[src/logic/bsp_pkg.sv]
package bsp_pkg;
    // bus width limit and byte rounding
    localparam int MAX_BITS   = 4096;
    localparam int BYTE_BITS  = 8;
    // default payload: two members, a 32-bit and an 8-bit one
    localparam int M0_BITS    = 32;
    localparam int M1_BITS    = 8;
    localparam int USER_BITS  = 1;
    localparam int ID_BITS    = 1;
    localparam int DEST_BITS  = 1;
    localparam int FIFO_DEPTH = 16;

    // round a width up to whole bytes
    function automatic int byte_round(input int bits);
        byte_round = ((bits + BYTE_BITS - 1) / BYTE_BITS) * BYTE_BITS;
    endfunction

    // member slot: largest member rounded to bytes
    function automatic int slot_bits(input int a, input int b);
        slot_bits = byte_round((a > b) ? a : b);
    endfunction
endpackage

[src/logic/bsp_if.sv]
`timescale 1ns/100ps
interface bsp_if #(
    parameter int DATA_BITS = 64,
    parameter int USER_BITS = 1,
    parameter int ID_BITS   = 1,
    parameter int DEST_BITS = 1
) (
    input wire logic mclk
);
    localparam int KB = DATA_BITS / 8;
    localparam int UW = (USER_BITS > 0) ? USER_BITS : 1;
    localparam int IW = (ID_BITS > 0) ? ID_BITS : 1;
    localparam int DW = (DEST_BITS > 0) ? DEST_BITS : 1;
    logic                 tvalid;
    logic                 tready;
    logic [DATA_BITS-1:0] tdata;
    logic [KB-1:0]        tkeep;
    logic [KB-1:0]        tstrb;
    logic                 tlast;
    logic [UW-1:0]        tuser;
    logic [IW-1:0]        tid;
    logic [DW-1:0]        tdest;

    modport producer (output tvalid, tdata, tkeep, tstrb, tlast, tuser, tid, tdest,
                      input tready);
    modport consumer (input tvalid, tdata, tkeep, tstrb, tlast, tuser, tid, tdest,
                      output tready);
endinterface

[src/logic/bsp_fifo.sv]
`timescale 1ns/100ps
module bsp_fifo #(
    parameter int WIDTH = 8,
    parameter int DEPTH = 16
) (
    input  wire logic             mclk,     // clock
    input  wire logic             sys_rst,  // sync reset
    input  wire logic             in_valid, // fill side valid
    output logic                  in_ready, // not full
    input  wire logic [WIDTH-1:0] in_data,  // fill data
    output logic                  out_valid,// not empty
    input  wire logic             out_ready,// drain side ready
    output logic      [WIDTH-1:0] out_data  // head word
);
    localparam int AW = $clog2(DEPTH);

    typedef struct packed {
        logic [AW-1:0] wp;
        logic [AW-1:0] rp;
        logic [AW:0]   cnt;
    } bsp_fifo_s;

    bsp_fifo_s             st;
    bsp_fifo_s             next_st;
    logic [WIDTH-1:0]      mem [DEPTH];
    logic                  push;
    logic                  pop;

    // size check at elaboration
    if (DEPTH < 2 || (1 << AW) != DEPTH || WIDTH < 1)
    begin
        $error("bsp_fifo: depth must be a power of two >= 2");
    end

    assign in_ready  = (st.cnt != (AW + 1)'(DEPTH));
    assign out_valid = (st.cnt != '0);
    assign out_data  = mem[st.rp];
    assign push      = in_valid && in_ready;
    assign pop       = out_valid && out_ready;

    // pointer and count update
    always_comb
    begin
        next_st = st;
        if (push)
            next_st.wp = st.wp + 1'b1;
        if (pop)
            next_st.rp = st.rp + 1'b1;
        if (push && !pop)
            next_st.cnt = st.cnt + 1'b1;
        else if (pop && !push)
            next_st.cnt = st.cnt - 1'b1;
    end

    always_ff @(posedge mclk)
    begin
        if (sys_rst)
            st <= '0;
        else
            st <= next_st;
    end

    // storage write
    always_ff @(posedge mclk)
    begin
        if (push)
            mem[st.wp] <= in_data;
    end
endmodule

[src/logic/bsp_source.sv]
`timescale 1ns/100ps
// Operation
// - port carries data one way only
// - data width rounded up to bytes
// - pad bits sign or zero extended
// - struct kept whole, largest-member slots
// - nested stream member gets own port
// - data bus at most 4096 bits
// - all-byte members packed without padding; code still pads each member to the largest-member slot
// - smaller members padded to largest width
// - one aggregated payload, one port
// - one full word per transfer cycle
// - transfer only on valid and ready
// - last marker ends stream, consumer waits
// - user sideband travels with each word
// - keep and strobe mark valid bytes
// - id and destination label each transfer
// - data, valid, ready registered at boundary
// - sideband registered with data
// - zero-width sideband signals omitted; code keeps them one bit wide, driven zero
module bsp_source #(
    parameter int  M0_BITS   = bsp_pkg::M0_BITS,
    parameter int  M1_BITS   = bsp_pkg::M1_BITS,
    parameter bit  SIGNED    = 1'b0,
    parameter int  USER_BITS = bsp_pkg::USER_BITS,
    parameter int  ID_BITS   = bsp_pkg::ID_BITS,
    parameter int  DEST_BITS = bsp_pkg::DEST_BITS,
    parameter int  DEPTH     = bsp_pkg::FIFO_DEPTH,
    parameter int  SLOT      = bsp_pkg::slot_bits(M0_BITS, M1_BITS),
    parameter int  DATA_BITS = 2 * SLOT
) (
    input  wire logic                 mclk,     // clock
    input  wire logic                 sys_rst,  // sync reset
    input  wire logic                 in_valid, // user word valid
    output logic                      in_ready, // fifo has room
    input  wire logic [M0_BITS-1:0]   in_m0,    // first member
    input  wire logic [M1_BITS-1:0]   in_m1,    // second member
    input  wire logic                 in_last,  // final word of stream
    input  wire logic [USER_BITS:0]   in_user,  // user sideband, low bits used
    input  wire logic [ID_BITS:0]     in_id,    // stream id, low bits used
    input  wire logic [DEST_BITS:0]   in_dest,  // destination, low bits used
    bsp_if.producer                   tx        // outgoing stream
);
    localparam int KB = DATA_BITS / bsp_pkg::BYTE_BITS;
    localparam int UW = (USER_BITS > 0) ? USER_BITS : 1;
    localparam int IW = (ID_BITS > 0) ? ID_BITS : 1;
    localparam int DW = (DEST_BITS > 0) ? DEST_BITS : 1;
    localparam int FW = DATA_BITS + 1 + UW + IW + DW;

    // width checks at elaboration
    if (DATA_BITS > bsp_pkg::MAX_BITS)
    begin
        $error("bsp_source: data bus wider than limit");
    end
    if (DATA_BITS % bsp_pkg::BYTE_BITS != 0)
    begin
        $error("bsp_source: data bus not whole bytes");
    end
    if (SLOT < M0_BITS || SLOT < M1_BITS)
    begin
        $error("bsp_source: slot narrower than a member");
    end

    typedef struct packed {
        logic          valid;
        logic [DATA_BITS-1:0] data;
        logic          last;
        logic [UW-1:0] user;
        logic [IW-1:0] id;
        logic [DW-1:0] dest;
    } bsp_src_s;

    bsp_src_s           st;
    bsp_src_s           next_st;
    logic [SLOT-1:0]    slot0;
    logic [SLOT-1:0]    slot1;
    logic [FW-1:0]      pack;
    logic [FW-1:0]      head;
    logic               head_valid;
    logic               head_take;

    // byte-rounded slots with sign or zero fill
    always_comb
    begin
        slot0 = SLOT'(M0_BITS'(in_m0));
        slot1 = SLOT'(M1_BITS'(in_m1));
        if (SIGNED)
        begin
            slot0 = SLOT'($signed(in_m0));
            slot1 = SLOT'($signed(in_m1));
        end
    end

    // whole payload on one port, member 0 in low slot
    assign pack = {slot1, slot0, in_last,
                   (USER_BITS > 0) ? in_user[UW-1:0] : {UW{1'b0}},
                   (ID_BITS > 0)   ? in_id[IW-1:0]   : {IW{1'b0}},
                   (DEST_BITS > 0) ? in_dest[DW-1:0] : {DW{1'b0}}};

    bsp_fifo #(
        .WIDTH (FW),
        .DEPTH (DEPTH)
    ) i_bsp_fifo (
        .mclk      (mclk),
        .sys_rst   (sys_rst),
        .in_valid  (in_valid),
        .in_ready  (in_ready),
        .in_data   (pack),
        .out_valid (head_valid),
        .out_ready (head_take),
        .out_data  (head)
    );

    // output stage refills when empty or being accepted
    assign head_take = head_valid && (!st.valid || tx.tready);

    always_comb
    begin
        next_st = st;
        if (st.valid && tx.tready)
            next_st.valid = 1'b0;
        if (head_take)
        begin
            next_st.valid = 1'b1;
            {next_st.data, next_st.last, next_st.user, next_st.id, next_st.dest} = head;
        end
    end

    always_ff @(posedge mclk)
    begin
        if (sys_rst)
            st <= '0;
        else
            st <= next_st;
    end

    // outputs straight from the registered stage, keep and strobe tied high
    assign tx.tvalid = st.valid;
    assign tx.tdata  = st.data;
    assign tx.tkeep  = {KB{1'b1}};
    assign tx.tstrb  = {KB{1'b1}};
    assign tx.tlast  = st.last;
    assign tx.tuser  = st.user;
    assign tx.tid    = st.id;
    assign tx.tdest  = st.dest;
endmodule
[src/flat_wrapper.sv]
// flat-port wrapper written by rule: the top's interface ports become plain ports
module bsp_source_flat 
#(
    parameter int  M0_BITS   = bsp_pkg::M0_BITS,
    parameter int  M1_BITS   = bsp_pkg::M1_BITS,
    parameter bit  SIGNED    = 1'b0,
    parameter int  USER_BITS = bsp_pkg::USER_BITS,
    parameter int  ID_BITS   = bsp_pkg::ID_BITS,
    parameter int  DEST_BITS = bsp_pkg::DEST_BITS,
    parameter int  DEPTH     = bsp_pkg::FIFO_DEPTH,
    parameter int  SLOT      = bsp_pkg::slot_bits(M0_BITS, M1_BITS),
    parameter int  DATA_BITS = 2 * SLOT
)
  (mclk, sys_rst, in_valid, in_ready, in_m0, in_m1, in_last, in_user, in_id, in_dest, tx_tvalid, tx_tdata, tx_tkeep, tx_tstrb, tx_tlast, tx_tuser, tx_tid, tx_tdest, tx_tready);
  bsp_if #(.DATA_BITS(DATA_BITS), .USER_BITS(USER_BITS), .ID_BITS(ID_BITS), .DEST_BITS(DEST_BITS)) tx_i (.mclk(mclk));
  input  wire logic mclk;
  input  wire logic sys_rst;
  input  wire logic in_valid;
  output logic in_ready;
  input  wire logic [M0_BITS-1:0] in_m0;
  input  wire logic [M1_BITS-1:0] in_m1;
  input  wire logic in_last;
  input  wire logic [USER_BITS:0] in_user;
  input  wire logic [ID_BITS:0] in_id;
  input  wire logic [DEST_BITS:0] in_dest;
  output wire logic [$bits(tx_i.tvalid)-1:0] tx_tvalid;
  output wire logic [$bits(tx_i.tdata)-1:0] tx_tdata;
  output wire logic [$bits(tx_i.tkeep)-1:0] tx_tkeep;
  output wire logic [$bits(tx_i.tstrb)-1:0] tx_tstrb;
  output wire logic [$bits(tx_i.tlast)-1:0] tx_tlast;
  output wire logic [$bits(tx_i.tuser)-1:0] tx_tuser;
  output wire logic [$bits(tx_i.tid)-1:0] tx_tid;
  output wire logic [$bits(tx_i.tdest)-1:0] tx_tdest;
  input wire logic [$bits(tx_i.tready)-1:0] tx_tready;
  assign tx_tvalid = tx_i.tvalid;
  assign tx_tdata = tx_i.tdata;
  assign tx_tkeep = tx_i.tkeep;
  assign tx_tstrb = tx_i.tstrb;
  assign tx_tlast = tx_i.tlast;
  assign tx_tuser = tx_i.tuser;
  assign tx_tid = tx_i.tid;
  assign tx_tdest = tx_i.tdest;
  assign tx_i.tready = tx_tready;
  bsp_source #(.M0_BITS(M0_BITS), .M1_BITS(M1_BITS), .SIGNED(SIGNED), .USER_BITS(USER_BITS), .ID_BITS(ID_BITS), .DEST_BITS(DEST_BITS), .DEPTH(DEPTH), .SLOT(SLOT), .DATA_BITS(DATA_BITS)) u_core (.mclk(mclk), .sys_rst(sys_rst), .in_valid(in_valid), .in_ready(in_ready), .in_m0(in_m0), .in_m1(in_m1), .in_last(in_last), .in_user(in_user), .in_id(in_id), .in_dest(in_dest), .tx(tx_i));
endmodule
[config.mk]
export PLATFORM = sky130hd
export DESIGN_NAME = bsp_source_flat
export DESIGN_NICKNAME = d
export VERILOG_FILES = /design/src/logic/bsp_pkg.sv /design/src/logic/bsp_if.sv /design/src/logic/bsp_fifo.sv /design/src/logic/bsp_source.sv /design/src/flat_wrapper.sv
export SDC_FILE = /design/constraint.sdc
export NUM_CORES = 1
export LEC_CHECK = 0
export ABC_AREA = 1
export BUFFER_PORTS_ARGS = -buffer_cell sky130_fd_sc_hd__buf_2
export CORE_ASPECT_RATIO = 2
export CORE_UTILIZATION = 55
export DETAILED_ROUTE_END_ITERATION = 6
export HOLD_SLACK_MARGIN = 0.12
export PLACE_DENSITY = 0.77
export SYNTH_ARGS = -nofsm -noshare
export SYNTH_HDL_FRONTEND = slang
export SYNTH_SLANG_ARGS = --single-unit
[constraint.sdc]
create_clock -name mclk -period 5.7 [get_ports mclk]
set_clock_uncertainty 0.15 [all_clocks]
set_input_delay 0.285 -clock mclk [delete_from_list [all_inputs] [get_ports mclk]]
set_output_delay 0.285 -clock mclk [all_outputs]
set_load 0.005 [all_outputs]
==> summary.txt, run 1 <==
Run status
  – Status: completed

Clock tree
  – Total CTS buffers: 61
  – H-Tree Level Count: 2
  – CTS Root Cell: clkbuf_16
  – Clock slew at reported path FFs: 0.07 ns
  – CTS tree: done
  – Later-pin clock latency in the skew report: 0.64 ns
  – CTS Buffer Depth: 3
  – Post-CTS Repair Setup Buffers: 0
  – Post-cts sizing count: 0
  – Clk sink count: approximately 770

Global route
  – First-pass GRT wire length: 114 mm
  – Vias in the first global route: 21000
  – Largest net degree at the start of global routing: 197
  – Gr ovfl total: 0
  – All-Layer GR Usage: 0.249
  – Initial antenna violation count: 2

Detailed routing
  – Remaining DRCs: 0
  – DR pass1 iterations: 7
  – Initial drt markers: 2089
  – Routed Antenna Nets: 0
  – Final wirelength: 75.0 mm
  – Routed vias/inst: 5.37
  – Via count: approximately 22000
  – Routed length per placed instance: 18.6 µm

Cells and area
  – Nets: 3282
  – Commonest non-fill, non-tap cells in the layout: 1124 x nand2_1, 704 x edfxtp_1, 489 x nand3_1
  – Final Util: 0.617
  – Fill cells: 4384
  – Area grow syn2layout: 10.6%
  – Final Instance Count excl. Fillers: 4036
  – Share of layout cells above drive strength 1: 0.0767
  – Commonest non-fill, non-tap cell in the layout: nand2_1

Synthesis
  – Number of synthesis warnings: 0
  – Yosys cell types: 25
  – Register bit total from synthesis: between 700 and 800
  – Register area share after synthesis: 0.690
  – Cells after Synth: 3148
  – Post-synth design cell area: 32400 µm²
  – Syn avg cell area: 10.3 µm²

Setup path
  – R2r worst-path depth: 7
  – Cells along the critical path: nor2_1, nand4_1, nand2_1, inv_2, nand2_1, nor2_4, buf_4
  – Crit-path max cell delay: 0.96 ns
  – Worst Path Max Fanout: 28
  – CP bufs+invs: 2
  – Setup crit end kind: register
  – CP Class: register to register
  – WP data arrival: 3.41 ns
  – Worst EP required: 5.84 ns
  – Reg2Reg Setup Slack: 2.43 ns
  – Delay-heaviest family, CP: simple AND/OR/NAND/NOR gates
  – Crit. Startpoint: u_core.i_bsp_fifo.st[0]
  – Slowest CP cell: nor2_4
  – Worst flop-to-flop path startpoint: u_core.i_bsp_fifo.st[0]
  – Most numerous cell on the critical path: nand2_1
  – Worst Setup EP: u_core.i_bsp_fifo.mem[1][34]
  – CP startpoint kind: register
  – Worst path depth: 7
  – Reg2reg end: u_core.i_bsp_fifo.mem[1][34]

Die
  – CORE AREA: 58200 µm²
  – Die width: 174 µm
  – Chip height: 345 µm
  – I/O Pins: 137
  – Initial Utilization: 0.558
  – Die area: 60000 µm²
  – # rows: 125

Min path
  – HP Class: input pin to register

STA
  – Slew headroom: 0.128
  – Worst Max-Slew Pin Slew: 1.31 ns
  – Hold Vio Cnt, Final: 0
  – Fmax: about 0.31 GHz
  – Setup-failing EPs final: 0
  – RSZ-0062 raised after global routing: false
  – Minimum clock period: 3.27 ns
  – Period Utilization, post-route: 0.573
  – Max-slew violations: 0
  – Setup TNS: 0 ns

Place
  – Inst Count DP: about 3900
  – Buffers on Ports: 93
  – GP Congestion: 0.755
  – HPWL after DPL: 38.3 mm

Pwr
  – Max VDD drop: 356 µV
  – PnR Total Power: around 15 mW
  – Leak pwr: 15.2 nW
  – Total power density per cell area: 429 nW/µm²

Job
  – Maxcap violations: 0
[power breakdown]
group	switching, mW	leakage, nW	internal, mW
Sequential	0.215	6.88	6.41
Combinational	3.05	7.31	1.32
Clock	1.92	1.01	2.45
[through the flow]
stage / worst slack [ns] / area (µm²) / hold WS [ns]
6_report: 2.43 / 35900 / 0.221
5_1_grt: 2.19 / 35900 / 0.236
4_1_cts: 2.36 / 35900 / 0.208
3_5_place_dp: 2.37 / 33300 / 0.340
3_3_place_gp: 2.36 / 33300 / 0.326
2_1_floorplan: 2.32 / 32600 / 0.234
[synth_stat cells]
| library cell | n | share of area |
|---|---|---|
| nand2_1 | 1124 | 0.13 |
| nand2_2 | 1 | 0.00019 |
| clkinv_1 | 1 | 0.00012 |
| a211oi_1 | 2 | 0.00046 |
| xor2_1 | 5 | 0.0013 |
| a21oi_1 | 12 | 0.0019 |
| inv_1 | 410 | 0.047 |
| buf_4 | 60 | 0.014 |
| ha_1 | 9 | 0.0035 |
| clkbuf_1 | 37 | 0.0043 |
| nor3b_1 | 1 | 0.00023 |
| fa_1 | 1 | 0.00062 |
| nand3_1 | 489 | 0.075 |
| nor3_1 | 1 | 0.00015 |
| buf_1 | 15 | 0.0017 |
| inv_2 | 5 | 0.00058 |
| edfxtp_1 | 704 | 0.65 |
| xnor2_1 | 2 | 0.00054 |
| o21ai_0 | 3 | 0.00046 |
| conb_1 | 2 | 0.00023 |
| nor2_1 | 110 | 0.013 |
| or2_2 | 1 | 0.00019 |
| buf_2 | 89 | 0.014 |
| nand4_1 | 2 | 0.00039 |
| dfxtp_1 | 62 | 0.038 |
[worst min-delay path by stage]
stage	from	slack [ns]	to	depth (start not counted)
floorplan	in_dest[0]	0.23	u_core.i_bsp_fifo.mem[0][0]	0
global placement	u_core.i_bsp_fifo.st[8]	0.33	register	2
detailed placement	u_core.i_bsp_fifo.st[8]	0.34	register	2
CTS	sys_rst	0.21	u_core.i_bsp_fifo.st[0]	3
global route	sys_rst	0.24	u_core.i_bsp_fifo.st[0]	3
finish	sys_rst	0.22	u_core.i_bsp_fifo.st[0]	3
[what timing repair did]
action	4_1_cts	5_1_grt
hold endpoints to repair	714	0
hold buffers	46	0
endpoints found under the setup margin	0	0
[routing by layer]
metal  GRT usage  wire (µm)  vias up
met5           0          0        -
met4       0.125       3130        0
met3      0.0351       6120      216
met2       0.442      38400     1050
met1       0.294      27400    10100
li1            -          -    10200
[final cells by class]
class | instances | area, µm² | area share
multi-input cells | 1803 | 7670 | 0.214
clock buffers | 80 | 1690 | 0.0471
well taps | 762 | 953 | 0.0266
flip-flops and latches | 766 | 22400 | 0.624
repair buffers | 173 | 1190 | 0.0333
diodes | 2 | 5.00 | 0.000139
inverters | 416 | 1580 | 0.0440
clock inverters | 34 | 394 | 0.0110
[worst reg2reg max path: stages (launching register included)]
cell	delay, ns
dfxtp_1	0.42
nor2_1	0.09
nand4_1	0.09
nand2_1	0.19
inv_2	0.21
nand2_1	0.26
nor2_4	0.96
buf_4	0.53
[flip-flops by register name, summed over array words and instances (netlist names), named ones only]
signal / count
u_core.i_bsp_fifo.mem: 704
u_core.i_bsp_fifo.st: 13
u_core.tx.tdata: 40
u_core.tx.tdest: 1
u_core.tx.tid: 1
u_core.tx.tlast: 1
u_core.tx.tuser: 1
u_core.tx.tvalid: 1
[kinds of logic (layout without fill, tap and decap cells)]
logic type | count (synthesis) | after routing | share of synthesized area
buffers and inverters | 617 | 703 | 0.0818
flip-flops | 766 | 766 | 0.690
XOR/XNOR | 7 | 7 | 0.00189
adder cells (fa/ha/maj) | 10 | 10 | 0.00409
other | 2 | 42 | 0.000231
AO/OA/AOI/OAI | 17 | 17 | 0.00278
AND/OR/NAND/NOR | 1729 | 1729 | 0.219
Note: power is estimated with default switching activity, not from simulation.
==> inputs of run 2 (changes only) <==
Settings changed: PLACE_DENSITY 0.77 to 0.8.
Clock period 5.7 ns to 3 ns, I/O delays scaled along.
==> run 2 against run 1 <==
Compared with the run above: the flow now finishes with violations (design-rule violations); cell count increased by 0.67%; worst hold slack improved by 0.086 ns; clock-buffer cell count decreased by 4; flip-flop and latch count unchanged; cell area increased by 1.4%; critical endpoint is now u_core.i_bsp_fifo.mem[2][19]; largest power group unchanged.
==> summary.txt, run 2 (same netlist as run 1, synthesis figures left out) <==
Cells and area
  – Commonest non-fill, non-tap cell in the layout: nand2_1
  – Largest register FFs: 704 (unchanged)
  – Nets: 3308 (+0.79%)
  – Most flops, register: u_core.i_bsp_fifo.mem
  – Fill cells: 4212 (-3.9%)
  – Commonest non-fill, non-tap cells in the layout: 1124 x nand2_1, 704 x edfxtp_1, 489 x nand3_1
  – Final Instance Count excl. Fillers: 4063 (+0.67%)
  – Area grow syn2layout: 12.2%
  – Multi-input gate area: 7670 µm² (unchanged)
  – Register area: 22400 µm² (unchanged)
  – Share of layout cells above drive strength 1: 0.0819 (+0.00518)

Setup path
  – Reg2reg end: u_core.i_bsp_fifo.mem[2][19]
  – CP startpoint kind: register
  – Worst EP required: 3.17 ns (-2.67 ns)
  – Cells along the critical path: inv_1, nand4_1, nand2_1, inv_2, nand2_1, nor2_4, buf_12
  – CP bufs+invs: 3 (+1)
  – Most numerous cell on the critical path: nand2_1
  – CP Class: register to register
  – Slowest CP cell: nor2_4
  – Crit-path max cell delay: 0.57 ns (-0.39 ns)
  – WP data arrival: 2.71 ns (-0.70 ns)
  – Setup crit end kind: register
  – Delay-heaviest family, CP: simple AND/OR/NAND/NOR gates
  – R2r worst-path depth: 7 (unchanged)
  – Reg2Reg Setup Slack: 0.46 ns (-1.97 ns)
  – Worst flop-to-flop path startpoint: u_core.i_bsp_fifo.st[1]
  – Worst Path Max Fanout: 14 (-50%)

STA
  – Hold Vio Cnt, Final: 0 (unchanged)
  – Setup-failing EPs final: 0 (unchanged)
  – Minimum clock period: 2.54 ns (-0.731 ns)
  – Period Utilization, post-route: 0.845 (+0.272)
  – Fmax: 0.394 GHz (+29%)
  – Worst Max-Slew Pin Slew: 1.22 ns (-0.0914 ns)
  – RSZ-0062 raised after global routing: false
  – Slew headroom: 0.189 (+0.0609)
  – Worst hold slack: 0.307 ns (+0.0857 ns)
  – Max-slew violations: 0 (unchanged)

Pwr
  – Sw frac: 0.336 (-0.00159)
  – Psw: 9.97 mW (+92%)
  – Total power density per cell area: 816 nW/µm² (+90%)
  – Max VDD drop: 810 µV (+130%)
  – Reg power frac: 0.420 (-0.011)
  – Internal power: 19.7 mW (+94%)
  – Leak pwr: 15.4 nW (+1.5%)
  – Comb pwr share: 0.298 (+0.014)
  – Clock share of power: 0.282 (-0.003)
  – PnR Total Power: 29.7 mW (+93%)

Clock tree
  – Later-pin clock latency in the skew report: 0.62 ns (-0.02 ns)
  – Total CTS buffers: 59 (-3.3%)
  – H-Tree Level Count: 2 (unchanged)
  – CTS Buffer Depth: 3 (unchanged)
  – Clock slew at reported path FFs: 0.07 ns (about the same)
  – Clk sink count: 766 (unchanged)
  – CTS Root Cell: clkbuf_16
  – CTS tree: done

Place
  – GP Congestion: 0.755 (about the same)
  – Inst Count DP: 3899 (+0.65%)
  – HPWL after DPL: 40.9 mm (+6.8%)
  – Buffers on Ports: 93 (unchanged)

Die
  – # rows: 125 (unchanged)
  – Die width: 174 µm (unchanged)
  – Initial Utilization: 0.558 (unchanged)
  – I/O Pins: 137 (unchanged)
  – CORE AREA: 58200 µm² (unchanged)
  – Die area: 60000 µm² (unchanged)
  – Chip height: 345 µm (unchanged)

Global route
  – All-Layer GR Usage: 0.257 (+0.00760)
  – Initial antenna violation count: 4 (+2)
  – Largest net degree at the start of global routing: 177 (-10%)
  – First-pass GRT wire length: 119 mm (+4.8%)
  – Vias in the first global route: 22600 (+7.8%)
  – Gr ovfl total: 0 (unchanged)

Detailed routing
  – Routed Antenna Nets: 0 (unchanged)
  – Remaining DRCs: 1 (+1)
  – Routed length per placed instance: 18.9 µm (+1.6%)
  – Initial drt markers: 2566 (+23%)
  – Via count: 22200 (+2.6%)
  – Routed vias/inst: 5.47 (+1.9%)
  – Final wirelength: 76.8 mm (+2.3%)
  – DR pass1 iterations: 7 (unchanged)

Min path
  – Hold Path Stages: 2 (-1)
  – Hold Path Sink: u_core.i_bsp_fifo.mem[1][29]
  – Worst Min Path Start: in_m0[25]
  – HP Class: input pin to register

Run status
  – Status: finished, violations left
  – Failing checks: design-rule violations

Job
  – Maxcap violations: 0 (unchanged)
==> run 2: area by class of cell <==
cell class	instances	share of cell area
Tap cell	762	0.0262
Multi-Input combinational cell	1803	0.211
Clock buffer	76	0.0440
Inverter	416	0.0434
Sequential cell	766	0.615
Timing Repair Buffer	201	0.0474
Clock inverter	35	0.0125
Antenna cell	4	0.000275
==> run 2: per-layer routing <==
layer	up-vias	GRT usage	share of wire
met5	-	0	0
li1	10300	-	-
met4	0	0.133	0.046
met1	10500	0.298	0.35
met2	1180	0.462	0.52
met3	244	0.0325	0.082
==> run 2: power by group through the flow <==
stage / registers [mW] / clock network [mW] / logic (mW)
finish: 12.5 / 8.38 / 8.86
CTS: 12.5 / 8.42 / 8.83
global placement: 12.7 / 0 / 8.40
detailed placement: 12.7 / 0 / 8.64
floorplan: 12.6 / 0 / 6.20
global route: 12.5 / 8.81 / 9.85
==> run 2: worst max path at each step <==
stage,slack (ns),from,cells after the start,endpoint
after floorplan,-0.38,u_core.i_bsp_fifo.st[0],6,u_core.i_bsp_fifo.mem[11][0]
after global placement,0.54,u_core.i_bsp_fifo.st[0],12,u_core.i_bsp_fifo.st[3]
after detailed placement,0.49,u_core.i_bsp_fifo.st[0],12,u_core.i_bsp_fifo.st[3]
after CTS,0.48,u_core.i_bsp_fifo.st[0],12,u_core.i_bsp_fifo.st[3]
after global routing,0.28,u_core.i_bsp_fifo.st[0],12,u_core.i_bsp_fifo.st[3]
final,0.46,u_core.i_bsp_fifo.st[1],7,u_core.i_bsp_fifo.mem[2][19]
==> run 2: metrics by stage <==
stage	worst slack [ns]	instance area, µm²	setup TNS (ns)	util
CTS	0.475	36400	0	0.625
finish	0.464	36400	0	0.626
floorplan	-0.378	32600	-215.41	-
global placement	0.540	33800	0	0.582
detailed placement	0.493	33800	0	0.582
global route	0.284	36400	0	0.626
==> run 2: timing repair <==
action                                  in CTS  in global routing
endpoints found under the hold margin      763                  0
hold buffers                                49                  0
setup buffers                                0                  0
endpoints found under the setup margin       0                  0
resized for setup                            0                  0
